`src/include/fwp_pkg.sv`:
```
// Shared constants for the address-mode and write-protect flash link
package fwp_pkg;
    // Command opcodes
    localparam logic [7:0] OP_WREN   = 8'h06;
    localparam logic [7:0] OP_WRDI   = 8'h04;
    localparam logic [7:0] OP_WRSR   = 8'h01;
    localparam logic [7:0] OP_RDSR   = 8'h05;
    localparam logic [7:0] OP_WREAR  = 8'hC5;
    localparam logic [7:0] OP_EN4B   = 8'hB7;
    localparam logic [7:0] OP_EX4B   = 8'hE9;
    localparam logic [7:0] OP_UNLOCK = 8'h39;
    localparam logic [7:0] OP_PP     = 8'h02;
    localparam logic [7:0] OP_SE     = 8'h20;
    localparam logic [7:0] OP_BE     = 8'hD8;
    localparam logic [7:0] OP_CE     = 8'hC7;
    localparam logic [7:0] OP_DPD    = 8'hB9;
    localparam logic [7:0] OP_RDPD   = 8'hAB;
    localparam logic [7:0] OP_RSTEN  = 8'h66;
    localparam logic [7:0] OP_RST    = 8'h99;
    // Array geometry
    localparam int         ADDR_W      = 25;
    localparam logic [8:0] TOP_BLOCK   = 9'h1FF;
    localparam int         LOCK_BITS   = 542;
    localparam logic [9:0] MID_LOCK_OFS = 10'h01F;
    // Extended address register
    localparam logic [7:0] EAR_RESET   = 8'h00;
    localparam int         EAR_SEL_BIT = 0;
    // Status byte bit positions
    localparam int SR_BUSY = 0;
    localparam int SR_WEL  = 1;
    localparam int SR_WPS  = 2;
    localparam int SR_EAR  = 3;
    localparam int SR_ADS  = 4;
    localparam int SR_ADP  = 5;
    localparam int SR_EE   = 6;
    localparam int SR_PE   = 7;
    // Status write data byte layout
    localparam int WR_WPS    = 0;
    localparam int WR_ADP    = 1;
    localparam int WR_BP_LSB = 2;
    localparam int BP_W      = 6;
    localparam int BP_CMP    = 5;
    // Non-volatile defaults
    localparam logic ADP_DEFAULT = 1'b0;
    localparam logic WPS_DEFAULT = 1'b0;
    localparam logic [5:0] BP_DEFAULT = 6'h00;
    // Timing
    localparam int CLK_NS     = 20;
    localparam int OP_TIME_NS = 2000;
    localparam int OP_CYCLES  = (OP_TIME_NS + CLK_NS - 1) / CLK_NS;
    localparam int SCLK_HALF  = 4;
endpackage : fwp_pkg

```
`src/include/fwp_spi_if.sv`:
```
// Serial link between the host controller and the flash protect logic
`timescale 1ns/1ps
`default_nettype none
interface fwp_spi_if;
    logic sclk;
    logic cs_n;
    logic mosi;
    logic miso;
    modport device (input sclk, input cs_n, input mosi, output miso);
    modport host   (output sclk, output cs_n, output mosi, input miso);
endinterface : fwp_spi_if
`default_nettype wire

```
`src/fwp_flash_dev.sv`:
```
// Flash-side address mode, extended address and write protection logic
`timescale 1ns/1ps
`default_nettype none
module fwp_flash_dev #(
    parameter int OP_CYCLES = fwp_pkg::OP_CYCLES
) (
    input  wire logic                  clk,
    input  wire logic                  reset,
    fwp_spi_if.device                  spi,
    input  wire logic                  legacy_protect_hit,
    output logic                       current_addr_mode_bit,
    output logic                       upper_half_select,
    output logic                       write_enable_latch,
    output logic                       busy,
    output logic                       deep_power_down,
    output logic                       program_error_flag,
    output logic                       erase_error_flag,
    output logic                       protect_scheme_select,
    output logic                       power_up_addr_mode_bit,
    output logic [fwp_pkg::BP_W-1:0]   block_protect_bits,
    output logic [fwp_pkg::ADDR_W-1:0] target_addr,
    output logic                       op_start,
    output logic [7:0]                 op_code,
    output logic                       op_done
);
    ////////////////////////////////////////////////////////////////////////////
    // Pin synchronisers; stage 1 feeds only stage 2
    logic sclk_s1, sclk_s2, sclk_s3;
    logic cs_s1, cs_s2, cs_s3;
    logic mosi_s1, mosi_s2;
    always_ff @(posedge clk or posedge reset) begin
        if (reset) begin
            {sclk_s1, sclk_s2, sclk_s3} <= 3'h0;
            {cs_s1, cs_s2, cs_s3}       <= 3'h7;
            {mosi_s1, mosi_s2}          <= 2'h0;
        end else begin
            {sclk_s1, sclk_s2, sclk_s3} <= {spi.sclk, sclk_s1, sclk_s2};
            {cs_s1, cs_s2, cs_s3}       <= {spi.cs_n, cs_s1, cs_s2};
            {mosi_s1, mosi_s2}          <= {spi.mosi, mosi_s1};
        end
    end

    ////////////////////////////////////////////////////////////////////////////
    // Frame decode
    logic [2:0] bitpos_r, byte_idx_r;
    logic [7:0] shift_r, opcode_r, data_r;
    logic [31:0] addr_r;
    logic       got_data_r;
    logic       ear_r, four_r, wel_r, busy_r, dpd_r, rst_armed_r;
    logic       adp_r, wps_r, pe_r, ee_r;
    logic [fwp_pkg::BP_W-1:0] bp_r;
    logic [fwp_pkg::LOCK_BITS-1:0] lock_r;

    wire        cs_act    = ~cs_s2;
    wire        sclk_rise = sclk_s2 & ~sclk_s3 & cs_act;
    wire        sclk_fall = ~sclk_s2 & sclk_s3 & cs_act;
    wire        cs_rise   = cs_s2 & ~cs_s3;
    wire        byte_done = sclk_rise & (bitpos_r == 3'h7);
    wire [7:0]  byte_val  = {shift_r[6:0], mosi_s2};
    wire        has_addr  = (opcode_r == fwp_pkg::OP_PP) | (opcode_r == fwp_pkg::OP_SE)
                          | (opcode_r == fwp_pkg::OP_BE) | (opcode_r == fwp_pkg::OP_UNLOCK);
    wire [2:0]  addr_len  = four_r ? 3'h4 : 3'h3;
    wire [2:0]  data_idx  = has_addr ? addr_len + 3'h1 : 3'h1;
    wire        whole     = (bitpos_r == 3'h0) & (byte_idx_r != 3'h0);
    wire        addr_ok   = byte_idx_r > addr_len;

    // Counting bits and bytes; saturate byte index for long program frames
    always_ff @(posedge clk or posedge reset) begin
        if (reset) begin
            bitpos_r   <= 3'h0;
            byte_idx_r <= 3'h0;
            shift_r    <= 8'h00;
        end else if (!cs_act) begin
            bitpos_r   <= 3'h0;
            byte_idx_r <= 3'h0;
        end else if (sclk_rise) begin
            shift_r  <= byte_val;
            bitpos_r <= bitpos_r + 3'h1;
            if (byte_done && byte_idx_r != 3'h7)
                byte_idx_r <= byte_idx_r + 3'h1;
        end
    end

    // Opcode, address and data capture
    always_ff @(posedge clk or posedge reset) begin
        if (reset) begin
            opcode_r   <= 8'h00;
            addr_r     <= 32'h0000_0000;
            data_r     <= 8'h00;
            got_data_r <= 1'b0;
        end else if (cs_rise) begin
            got_data_r <= 1'b0;
        end else if (byte_done) begin
            if (byte_idx_r == 3'h0) begin
                opcode_r <= byte_val;
                addr_r   <= 32'h0000_0000;
            end else if (has_addr && byte_idx_r <= addr_len) begin
                addr_r <= {addr_r[23:0], byte_val};
            end else if (byte_idx_r == data_idx && !got_data_r) begin
                data_r     <= byte_val;
                got_data_r <= 1'b1;
            end
        end
    end

    ////////////////////////////////////////////////////////////////////////////
    // Effective address and lock lookup
    wire [fwp_pkg::ADDR_W-1:0] eff_addr = four_r ? addr_r[24:0]
                                                 : {ear_r, addr_r[23:0]};
    wire [8:0]  blk       = eff_addr[24:16];
    wire [3:0]  sec       = eff_addr[15:12];
    wire        is_bottom = (blk == 9'h000);
    wire        is_top    = (blk == fwp_pkg::TOP_BLOCK);
    wire [9:0]  lock_idx  = is_bottom ? {6'h00, sec}
                          : is_top    ? {6'h01, sec}
                          : {1'b0, blk} + fwp_pkg::MID_LOCK_OFS;
    wire        bottom_any = |lock_r[15:0];
    wire        top_any    = |lock_r[31:16];
    wire        be_end     = (opcode_r == fwp_pkg::OP_BE) & (is_bottom | is_top);
    wire        lock_hit   = (opcode_r == fwp_pkg::OP_CE) ? |lock_r
                           : be_end ? (is_bottom ? bottom_any : top_any)
                           : lock_r[lock_idx];
    // Whole-chip erase touches any protected area under the legacy scheme
    wire        legacy_hit = (opcode_r == fwp_pkg::OP_CE)
                           ? (bp_r[fwp_pkg::BP_CMP] | (|bp_r[2:0])) : legacy_protect_hit;
    wire        prot_hit   = wps_r ? lock_hit : legacy_hit;
    wire        is_prog    = opcode_r == fwp_pkg::OP_PP;
    wire        is_erase   = (opcode_r == fwp_pkg::OP_SE) | (opcode_r == fwp_pkg::OP_BE)
                           | (opcode_r == fwp_pkg::OP_CE);
    wire        pe_addr_ok = (opcode_r == fwp_pkg::OP_CE) | addr_ok;
    wire        accept     = cs_rise & whole & ~busy_r;
    wire        in_dpd_ok  = (opcode_r == fwp_pkg::OP_RDPD)
                           | (opcode_r == fwp_pkg::OP_RSTEN)
                           | ((opcode_r == fwp_pkg::OP_RST) & rst_armed_r);
    wire        live       = accept & (~dpd_r | in_dpd_ok);
    wire        soft_rst   = live & (opcode_r == fwp_pkg::OP_RST) & rst_armed_r;
    wire        pe_go      = live & (is_prog | is_erase) & wel_r & pe_addr_ok;
    wire        pe_run     = pe_go & ~prot_hit;
    wire        wrsr_go    = live & (opcode_r == fwp_pkg::OP_WRSR) & wel_r & got_data_r;
    logic [15:0] op_cnt_r;
    wire        op_end     = busy_r & (op_cnt_r == 16'h0000);

    ////////////////////////////////////////////////////////////////////////////
    // Address mode and extension register
    always_ff @(posedge clk or posedge reset) begin
        if (reset) begin
            ear_r <= fwp_pkg::EAR_RESET[fwp_pkg::EAR_SEL_BIT];
            four_r <= fwp_pkg::ADP_DEFAULT;
        end else if (soft_rst) begin
            ear_r  <= fwp_pkg::EAR_RESET[fwp_pkg::EAR_SEL_BIT];
            four_r <= adp_r;
        end else if (live) begin
            if (opcode_r == fwp_pkg::OP_EN4B) four_r <= 1'b1;
            if (opcode_r == fwp_pkg::OP_EX4B) four_r <= 1'b0;
            if (opcode_r == fwp_pkg::OP_WREAR && got_data_r)
                ear_r <= data_r[fwp_pkg::EAR_SEL_BIT];
            else if (four_r && has_addr && addr_ok)
                ear_r <= addr_r[24];
        end
    end

    // Non-volatile status bits; a power cycle is the reset input
    always_ff @(posedge clk or posedge reset) begin
        if (reset) begin
            adp_r <= fwp_pkg::ADP_DEFAULT;
            wps_r <= fwp_pkg::WPS_DEFAULT;
            bp_r  <= fwp_pkg::BP_DEFAULT;
        end else if (wrsr_go) begin
            adp_r <= data_r[fwp_pkg::WR_ADP];
            wps_r <= data_r[fwp_pkg::WR_WPS];
            bp_r  <= data_r[fwp_pkg::WR_BP_LSB +: fwp_pkg::BP_W];
        end
    end

    // Write enable latch, busy timer, power-down and reset arming
    always_ff @(posedge clk or posedge reset) begin
        if (reset) begin
            wel_r       <= 1'b0;
            busy_r      <= 1'b0;
            op_cnt_r    <= 16'h0000;
            dpd_r       <= 1'b0;
            rst_armed_r <= 1'b0;
        end else if (op_end) begin
            busy_r <= 1'b0;
            wel_r  <= 1'b0;
        end else if (busy_r) begin
            op_cnt_r <= op_cnt_r - 16'h0001;
        end else if (soft_rst) begin
            wel_r       <= 1'b0;
            dpd_r       <= 1'b0;
            rst_armed_r <= 1'b0;
        end else if (live) begin
            rst_armed_r <= opcode_r == fwp_pkg::OP_RSTEN;
            if (opcode_r == fwp_pkg::OP_WREN) wel_r <= 1'b1;
            if (opcode_r == fwp_pkg::OP_WRDI) wel_r <= 1'b0;
            if (opcode_r == fwp_pkg::OP_DPD)  dpd_r <= 1'b1;
            if (opcode_r == fwp_pkg::OP_RDPD) dpd_r <= 1'b0;
            if (pe_run || wrsr_go) begin
                busy_r   <= 1'b1;
                op_cnt_r <= 16'(OP_CYCLES - 1);
            end
        end
    end

    // Lock bits: all set at power-on and soft reset
    always_ff @(posedge clk or posedge reset) begin
        if (reset)
            lock_r <= '1;
        else if (soft_rst)
            lock_r <= '1;
        else if (live && opcode_r == fwp_pkg::OP_UNLOCK && addr_ok)
            lock_r[lock_idx] <= 1'b0;
    end

    // Error flags: set on protected target, cleared when that type runs again
    always_ff @(posedge clk or posedge reset) begin
        if (reset) begin
            pe_r <= 1'b0;
            ee_r <= 1'b0;
        end else if (pe_go) begin
            if (is_prog)  pe_r <= prot_hit;
            if (is_erase) ee_r <= prot_hit;
        end
    end

    ////////////////////////////////////////////////////////////////////////////
    // Status readback, shifted out on falling edges
    logic [7:0] status_w;
    always_comb begin
        status_w = 8'h00;
        status_w[fwp_pkg::SR_BUSY] = busy_r;
        status_w[fwp_pkg::SR_WEL]  = wel_r;
        status_w[fwp_pkg::SR_WPS]  = wps_r;
        status_w[fwp_pkg::SR_EAR]  = ear_r;
        status_w[fwp_pkg::SR_ADS]  = four_r;
        status_w[fwp_pkg::SR_ADP]  = adp_r;
        status_w[fwp_pkg::SR_EE]   = ee_r;
        status_w[fwp_pkg::SR_PE]   = pe_r;
    end

    logic miso_r;
    wire  rd_phase = (opcode_r == fwp_pkg::OP_RDSR) & (byte_idx_r != 3'h0) & ~dpd_r;
    always_ff @(posedge clk or posedge reset) begin
        if (reset)
            miso_r <= 1'b0;
        else if (!cs_act)
            miso_r <= 1'b0;
        else if (sclk_fall)
            miso_r <= rd_phase ? status_w[3'h7 - bitpos_r] : 1'b0;
    end
    assign spi.miso = miso_r;

    ////////////////////////////////////////////////////////////////////////////
    // User-side registered outputs
    always_ff @(posedge clk or posedge reset) begin
        if (reset) begin
            target_addr <= '0;
            op_start    <= 1'b0;
            op_code     <= 8'h00;
            op_done     <= 1'b0;
        end else begin
            target_addr <= eff_addr;
            op_start    <= pe_run | wrsr_go;
            op_done     <= op_end;
            if (pe_run || wrsr_go) op_code <= opcode_r;
        end
    end

    assign current_addr_mode_bit  = four_r;
    assign upper_half_select      = ear_r;
    assign write_enable_latch     = wel_r;
    assign busy                   = busy_r;
    assign deep_power_down        = dpd_r;
    assign program_error_flag     = pe_r;
    assign erase_error_flag       = ee_r;
    assign protect_scheme_select  = wps_r;
    assign power_up_addr_mode_bit = adp_r;
    assign block_protect_bits     = bp_r;
endmodule : fwp_flash_dev
`default_nettype wire

```
`src/flat_wrapper.sv`:
```
// flat-port wrapper written by rule: the top's interface ports become plain ports
module fwp_flash_dev_flat 
#(
    parameter int OP_CYCLES = fwp_pkg::OP_CYCLES
)
  (clk, reset, legacy_protect_hit, current_addr_mode_bit, upper_half_select, write_enable_latch, busy, deep_power_down, program_error_flag, erase_error_flag, protect_scheme_select, power_up_addr_mode_bit, block_protect_bits, target_addr, op_start, op_code, op_done, spi_sclk, spi_cs_n, spi_mosi, spi_miso);
  fwp_spi_if spi_i ();
  input  wire logic clk;
  input  wire logic reset;
  input  wire logic legacy_protect_hit;
  output logic current_addr_mode_bit;
  output logic upper_half_select;
  output logic write_enable_latch;
  output logic busy;
  output logic deep_power_down;
  output logic program_error_flag;
  output logic erase_error_flag;
  output logic protect_scheme_select;
  output logic power_up_addr_mode_bit;
  output logic [fwp_pkg::BP_W-1:0] block_protect_bits;
  output logic [fwp_pkg::ADDR_W-1:0] target_addr;
  output logic op_start;
  output logic [7:0] op_code;
  output logic op_done;
  input wire logic [$bits(spi_i.sclk)-1:0] spi_sclk;
  input wire logic [$bits(spi_i.cs_n)-1:0] spi_cs_n;
  input wire logic [$bits(spi_i.mosi)-1:0] spi_mosi;
  output wire logic [$bits(spi_i.miso)-1:0] spi_miso;
  assign spi_i.sclk = spi_sclk;
  assign spi_i.cs_n = spi_cs_n;
  assign spi_i.mosi = spi_mosi;
  assign spi_miso = spi_i.miso;
  fwp_flash_dev #(.OP_CYCLES(OP_CYCLES)) u_core (.clk(clk), .reset(reset), .spi(spi_i), .legacy_protect_hit(legacy_protect_hit), .current_addr_mode_bit(current_addr_mode_bit), .upper_half_select(upper_half_select), .write_enable_latch(write_enable_latch), .busy(busy), .deep_power_down(deep_power_down), .program_error_flag(program_error_flag), .erase_error_flag(erase_error_flag), .protect_scheme_select(protect_scheme_select), .power_up_addr_mode_bit(power_up_addr_mode_bit), .block_protect_bits(block_protect_bits), .target_addr(target_addr), .op_start(op_start), .op_code(op_code), .op_done(op_done));
endmodule
```
`config.mk`:
```
export PLATFORM = sky130hd
export DESIGN_NAME = fwp_flash_dev_flat
export DESIGN_NICKNAME = d
export VERILOG_FILES = /design/src/include/fwp_pkg.sv /design/src/include/fwp_spi_if.sv /design/src/fwp_flash_dev.sv /design/src/flat_wrapper.sv
export SDC_FILE = /design/constraint.sdc
export NUM_CORES = 2
export LEC_CHECK = 0
export BUFFER_PORTS_ARGS = -buffer_cell sky130_fd_sc_hd__buf_4
export CAP_MARGIN = 20
export CORE_MARGIN = 2
export CORE_UTILIZATION = 35
export CTS_BUF_LIST = sky130_fd_sc_hd__clkbuf_2 sky130_fd_sc_hd__clkbuf_4 sky130_fd_sc_hd__clkbuf_8
export DETAILED_ROUTE_END_ITERATION = 8
export GPL_ROUTABILITY_DRIVEN = 0
export PLACE_DENSITY = 0.62
export SLEW_MARGIN = 20
export SYNTH_ARGS = -nofsm -noshare
export SYNTH_HDL_FRONTEND = slang
export SYNTH_SLANG_ARGS = --single-unit
```
`constraint.sdc`:
```
create_clock -name clk -period 17.1 [get_ports clk]
set_input_delay 0.855 -clock clk [delete_from_list [all_inputs] [get_ports clk]]
set_output_delay 0.855 -clock clk [all_outputs]
set_load 0.1 [all_outputs]
```
==> flow_summary.toml <==
[status]
status = "finished, final reports clean"

[finish]
nets = 3352
syn_to_final_growth_pct = 12.37
drive_gt1_share_pct = 27.42
final_area_mm2 = 0.03596
final_util_pct = 39.82

[setup_path]
crit_fanout = 141
arrival_ns = 8.44
cp-start-kind = "flop"
r2r_slack_ns = 9.30
r2r-end = "u_core.op_code[7]$_DFFE_PP0P_"
critPathCaptureType = "flop"
cp.required_ns = 17.74
crit_type = "flop to flop"
rr_worst_depth = 16
r2r_start = "u_core.addr_r[16]$_DFFE_PP0P_"

[placed_design]
port_buffers = 56
placed_area_mm2 = 0.03335
dp_hpwl_um = 77590

[synthesis]
ys.flop_type = "dfstp_2"
yosysWarnings = 0
syn_inst = 3348
ys_async_sr_fraction_pct = 100.0
syn_area_per_cell_um2 = 9.557
syn_area_mm2 = 0.03200
yosysSeqAreaShare_pct = 54.76
synth_cell_types = 84
synth-seq-cells = 673
synth-edff-count = 0
synth_nets = 3367

[flow_run]
cap_viol_max_count = 0

[timing]
tightest_slew_ns = 1.255
clock_skew_ns = 0.08216
holdWs_ns = 0.1047
drv_slew = 0
setup_violations = 0
final.period_utilization_pct = 45.59
fmax_ghz = 0.1283
max_slew_margin_pct = 16.11
tns_ns = 0
rsz0062_at_grt = "no"
finalHoldViolCount = 0
period_needed_ns = 7.795

[clocking]
clockRootBuffer = "clkbuf_8"
postCtsSetupBuffers = 0
hold_buffers = 0
post_cts_resize_count = 0
cts_made_buffers = 111
cts_buffer_depth = 3
insertion_delay_ns = 0.78
cts_tree = "done"
cts.clk_slew.worst_paths_ns = 0.07
cts.sinks = 673
htreeDepth = 3

[floorplan]
core_area_mm2 = 0.09029
fp.dieArea_mm2 = 0.09385
ios = 57
die_x_um = 306.4
row_count = 110
initial_utilization_pct = 35.44
dieHeight_um = 306.4

[drt]
routed_via_density = 6.063
vias = 27920
drtPass1Iterations = 7
wire_per_inst_um = 26.07
drt_iter0_markers = 4319
drc = 0
detail-route-antenna-nets = 0
drt_wl_total_um = 120000

[grt]
antenna_found_initial = 6
grt_util_all_layers_pct = 25.06
grt_pass1_vias = 26160
grt_start_max_net_pins = 205
grt_first_pass_wirelength_um = 177800
overflow = 0

[power]
peakVddDrop_uv = 60.37
power.total_w = 0.003276
p_per_area_mw_per_mm2 = 91.11
p_leak_nw = 16.27

[worst_hold_path]
worstHoldPathType = "primary input to async pin"
cell usage in the layout (no fill, tap or decap), types with 5 or more instances in the layout:
cell and instances:
a22o_1 29, a31oi_1 24, mux2_2 33, nor2_2 10
clkbuf_8 138, xnor2_1 11, ha_1 13, clkbuf_4 35
nor2_1 51, o22ai_1 80, dfstp_2 545, nor4_1 167
or4_1 13, a211o_1 5, inv_1 28, a21oi_1 60
o31ai_1 7, nand2b_1 13, buf_4 97, dfrtp_1 128
and3_1 26, nor2b_1 16, nor3_1 25, nand4_1 36
mux2i_1 157, nand2_1 841, clkinv_2 17, or3_1 14
bufinv_16 7, a211oi_1 43, a311oi_1 7, o21ai_0 569
nand3_1 48
kinds of logic (layout without fill, tap and decap cells):
logic type | after synthesis | in the layout | share of synthesized area (%)
DFF | 673 | 673 | 54.76
muxes | 197 | 197 | 6.425
and+or+nand+nor | 1302 | 1302 | 18.45
adders and majority gates | 13 | 13 | 0.5084
xor gates and xnor gates | 15 | 15 | 0.4106
buffers and inverters | 261 | 338 | 3.445
AOI/OAI and AO/OA | 887 | 887 | 15.99
other | 0 | 4 | 0
through the flow:
stage | setup slack [ns] | cells
3_3_place_gp | 9.711 | 4394
4_1_cts | 9.556 | 4599
2_1_floorplan | 7.486 | 3348
6_report | 9.305 | 4605
5_1_grt | 9.183 | 4602
3_5_place_dp | 9.566 | 4394
critical path, stage by stage, from the launching register on:
cell,delay (ns)
dfrtp_1,0.56
inv_1,0.25
ha_1,0.27
nor4b_2,0.18
nand3_1,0.23
nand3_1,0.63
nand2_8,0.78
buf_12,0.74
mux2i_1,0.30
o22ai_1,0.11
or4_1,0.55
o31a_1,0.32
o41a_1,0.45
or4b_1,0.58
o31ai_2,0.59
a21o_2,0.59
mux2_2,0.40
flip-flops by register name, summed over array words and instances (netlist names), 3 cells and up:
register	flops
u_core.lock_r	542
u_core.addr_r	25
u_core.target_addr	25
u_core.op_cnt_r	16
u_core.data_r	8
u_core.op_code	8
u_core.opcode_r	8
u_core.shift_r	7
u_core.block_protect_bits	6
u_core.bitpos_r	3
u_core.byte_idx_r	3
per-layer routing:
metal  share of wire [%]  GRT usage, %
met5               0.020             0
met4                 5.9         13.19
met3                  11         6.159
met2                  43         36.17
met1                  41         34.63
power breakdown:
group / switching (W) / internal (W)
combinational: 0.0000339 / 0.00000902
sequential: 0.0000123 / 0.00161
clock: 0.000699 / 0.000914
cells in the mapped netlist (4+ instances only):
cell	n	area, um2
nand2_1	843	3164
o21ai_0	569	2848
dfstp_2	545	14320
clkbuf_1	171	641.9
nor4_1	169	1057
mux2i_1	157	1572
dfrtp_1	128	3203
o22ai_1	80	500.5
a21oi_1	61	305.3
nor2_1	51	191.4
nand3_1	48	240.2
a211oi_1	46	345.3
buf_2	40	200.2
nand4_1	36	225.2
mux2_2	33	371.6
a22o_1	29	254.0
inv_1	29	108.9
nor3_1	27	135.1
and3_1	26	162.7
a31oi_1	24	150.1
nor2b_1	16	100.1
or3_1	14	87.58
ha_1	13	162.7
nand2b_1	13	81.33
or4_1	13	97.59
nor2_2	11	68.82
xnor2_1	11	96.34
buf_4	8	60.06
a311oi_1	7	61.31
o31ai_1	7	52.55
buf_1	6	22.52
a211o_1	5	43.79
or2_2	5	31.28
a2111oi_0	4	35.03
a21boi_0	4	30.03
a22oi_1	4	30.03
a32oi_1	4	35.03
and2_1	4	25.02
buf_6	4	45.04
mux2_1	4	45.04
nand3b_1	4	30.03
o41ai_1	4	35.03
xor2_1	4	35.03
worst max-delay path by stage:
stage | slack, ns | to | from | cells past startpoint
after floorplan | 7.49 | u_core.addr_r[0]$_DFFE_PP0P_ | reset | 1
after global placement | 9.71 | u_core.op_code[6]$_DFFE_PP0P_ | u_core.addr_r[16]$_DFFE_PP0P_ | 17
after detailed placement | 9.57 | u_core.op_code[6]$_DFFE_PP0P_ | u_core.addr_r[16]$_DFFE_PP0P_ | 16
after CTS | 9.56 | u_core.op_code[7]$_DFFE_PP0P_ | u_core.addr_r[16]$_DFFE_PP0P_ | 16
after global routing | 9.18 | u_core.op_code[7]$_DFFE_PP0P_ | u_core.addr_r[16]$_DFFE_PP0P_ | 16
final | 9.30 | u_core.op_code[7]$_DFFE_PP0P_ | u_core.addr_r[16]$_DFFE_PP0P_ | 16
final cells by class:
cell class | instances | area (um2)
well taps | 1176 | 1471
clock buffers | 173 | 2162
fillers | 8856 | 54330
inverters | 30 | 116.4
multi-input cells | 2414 | 13470
clock inverters | 32 | 381.6
repair buffers | 103 | 820.8
flip-flops and latches | 673 | 17520
diodes | 4 | 10.01
Power figures use the tool's default switching activity.
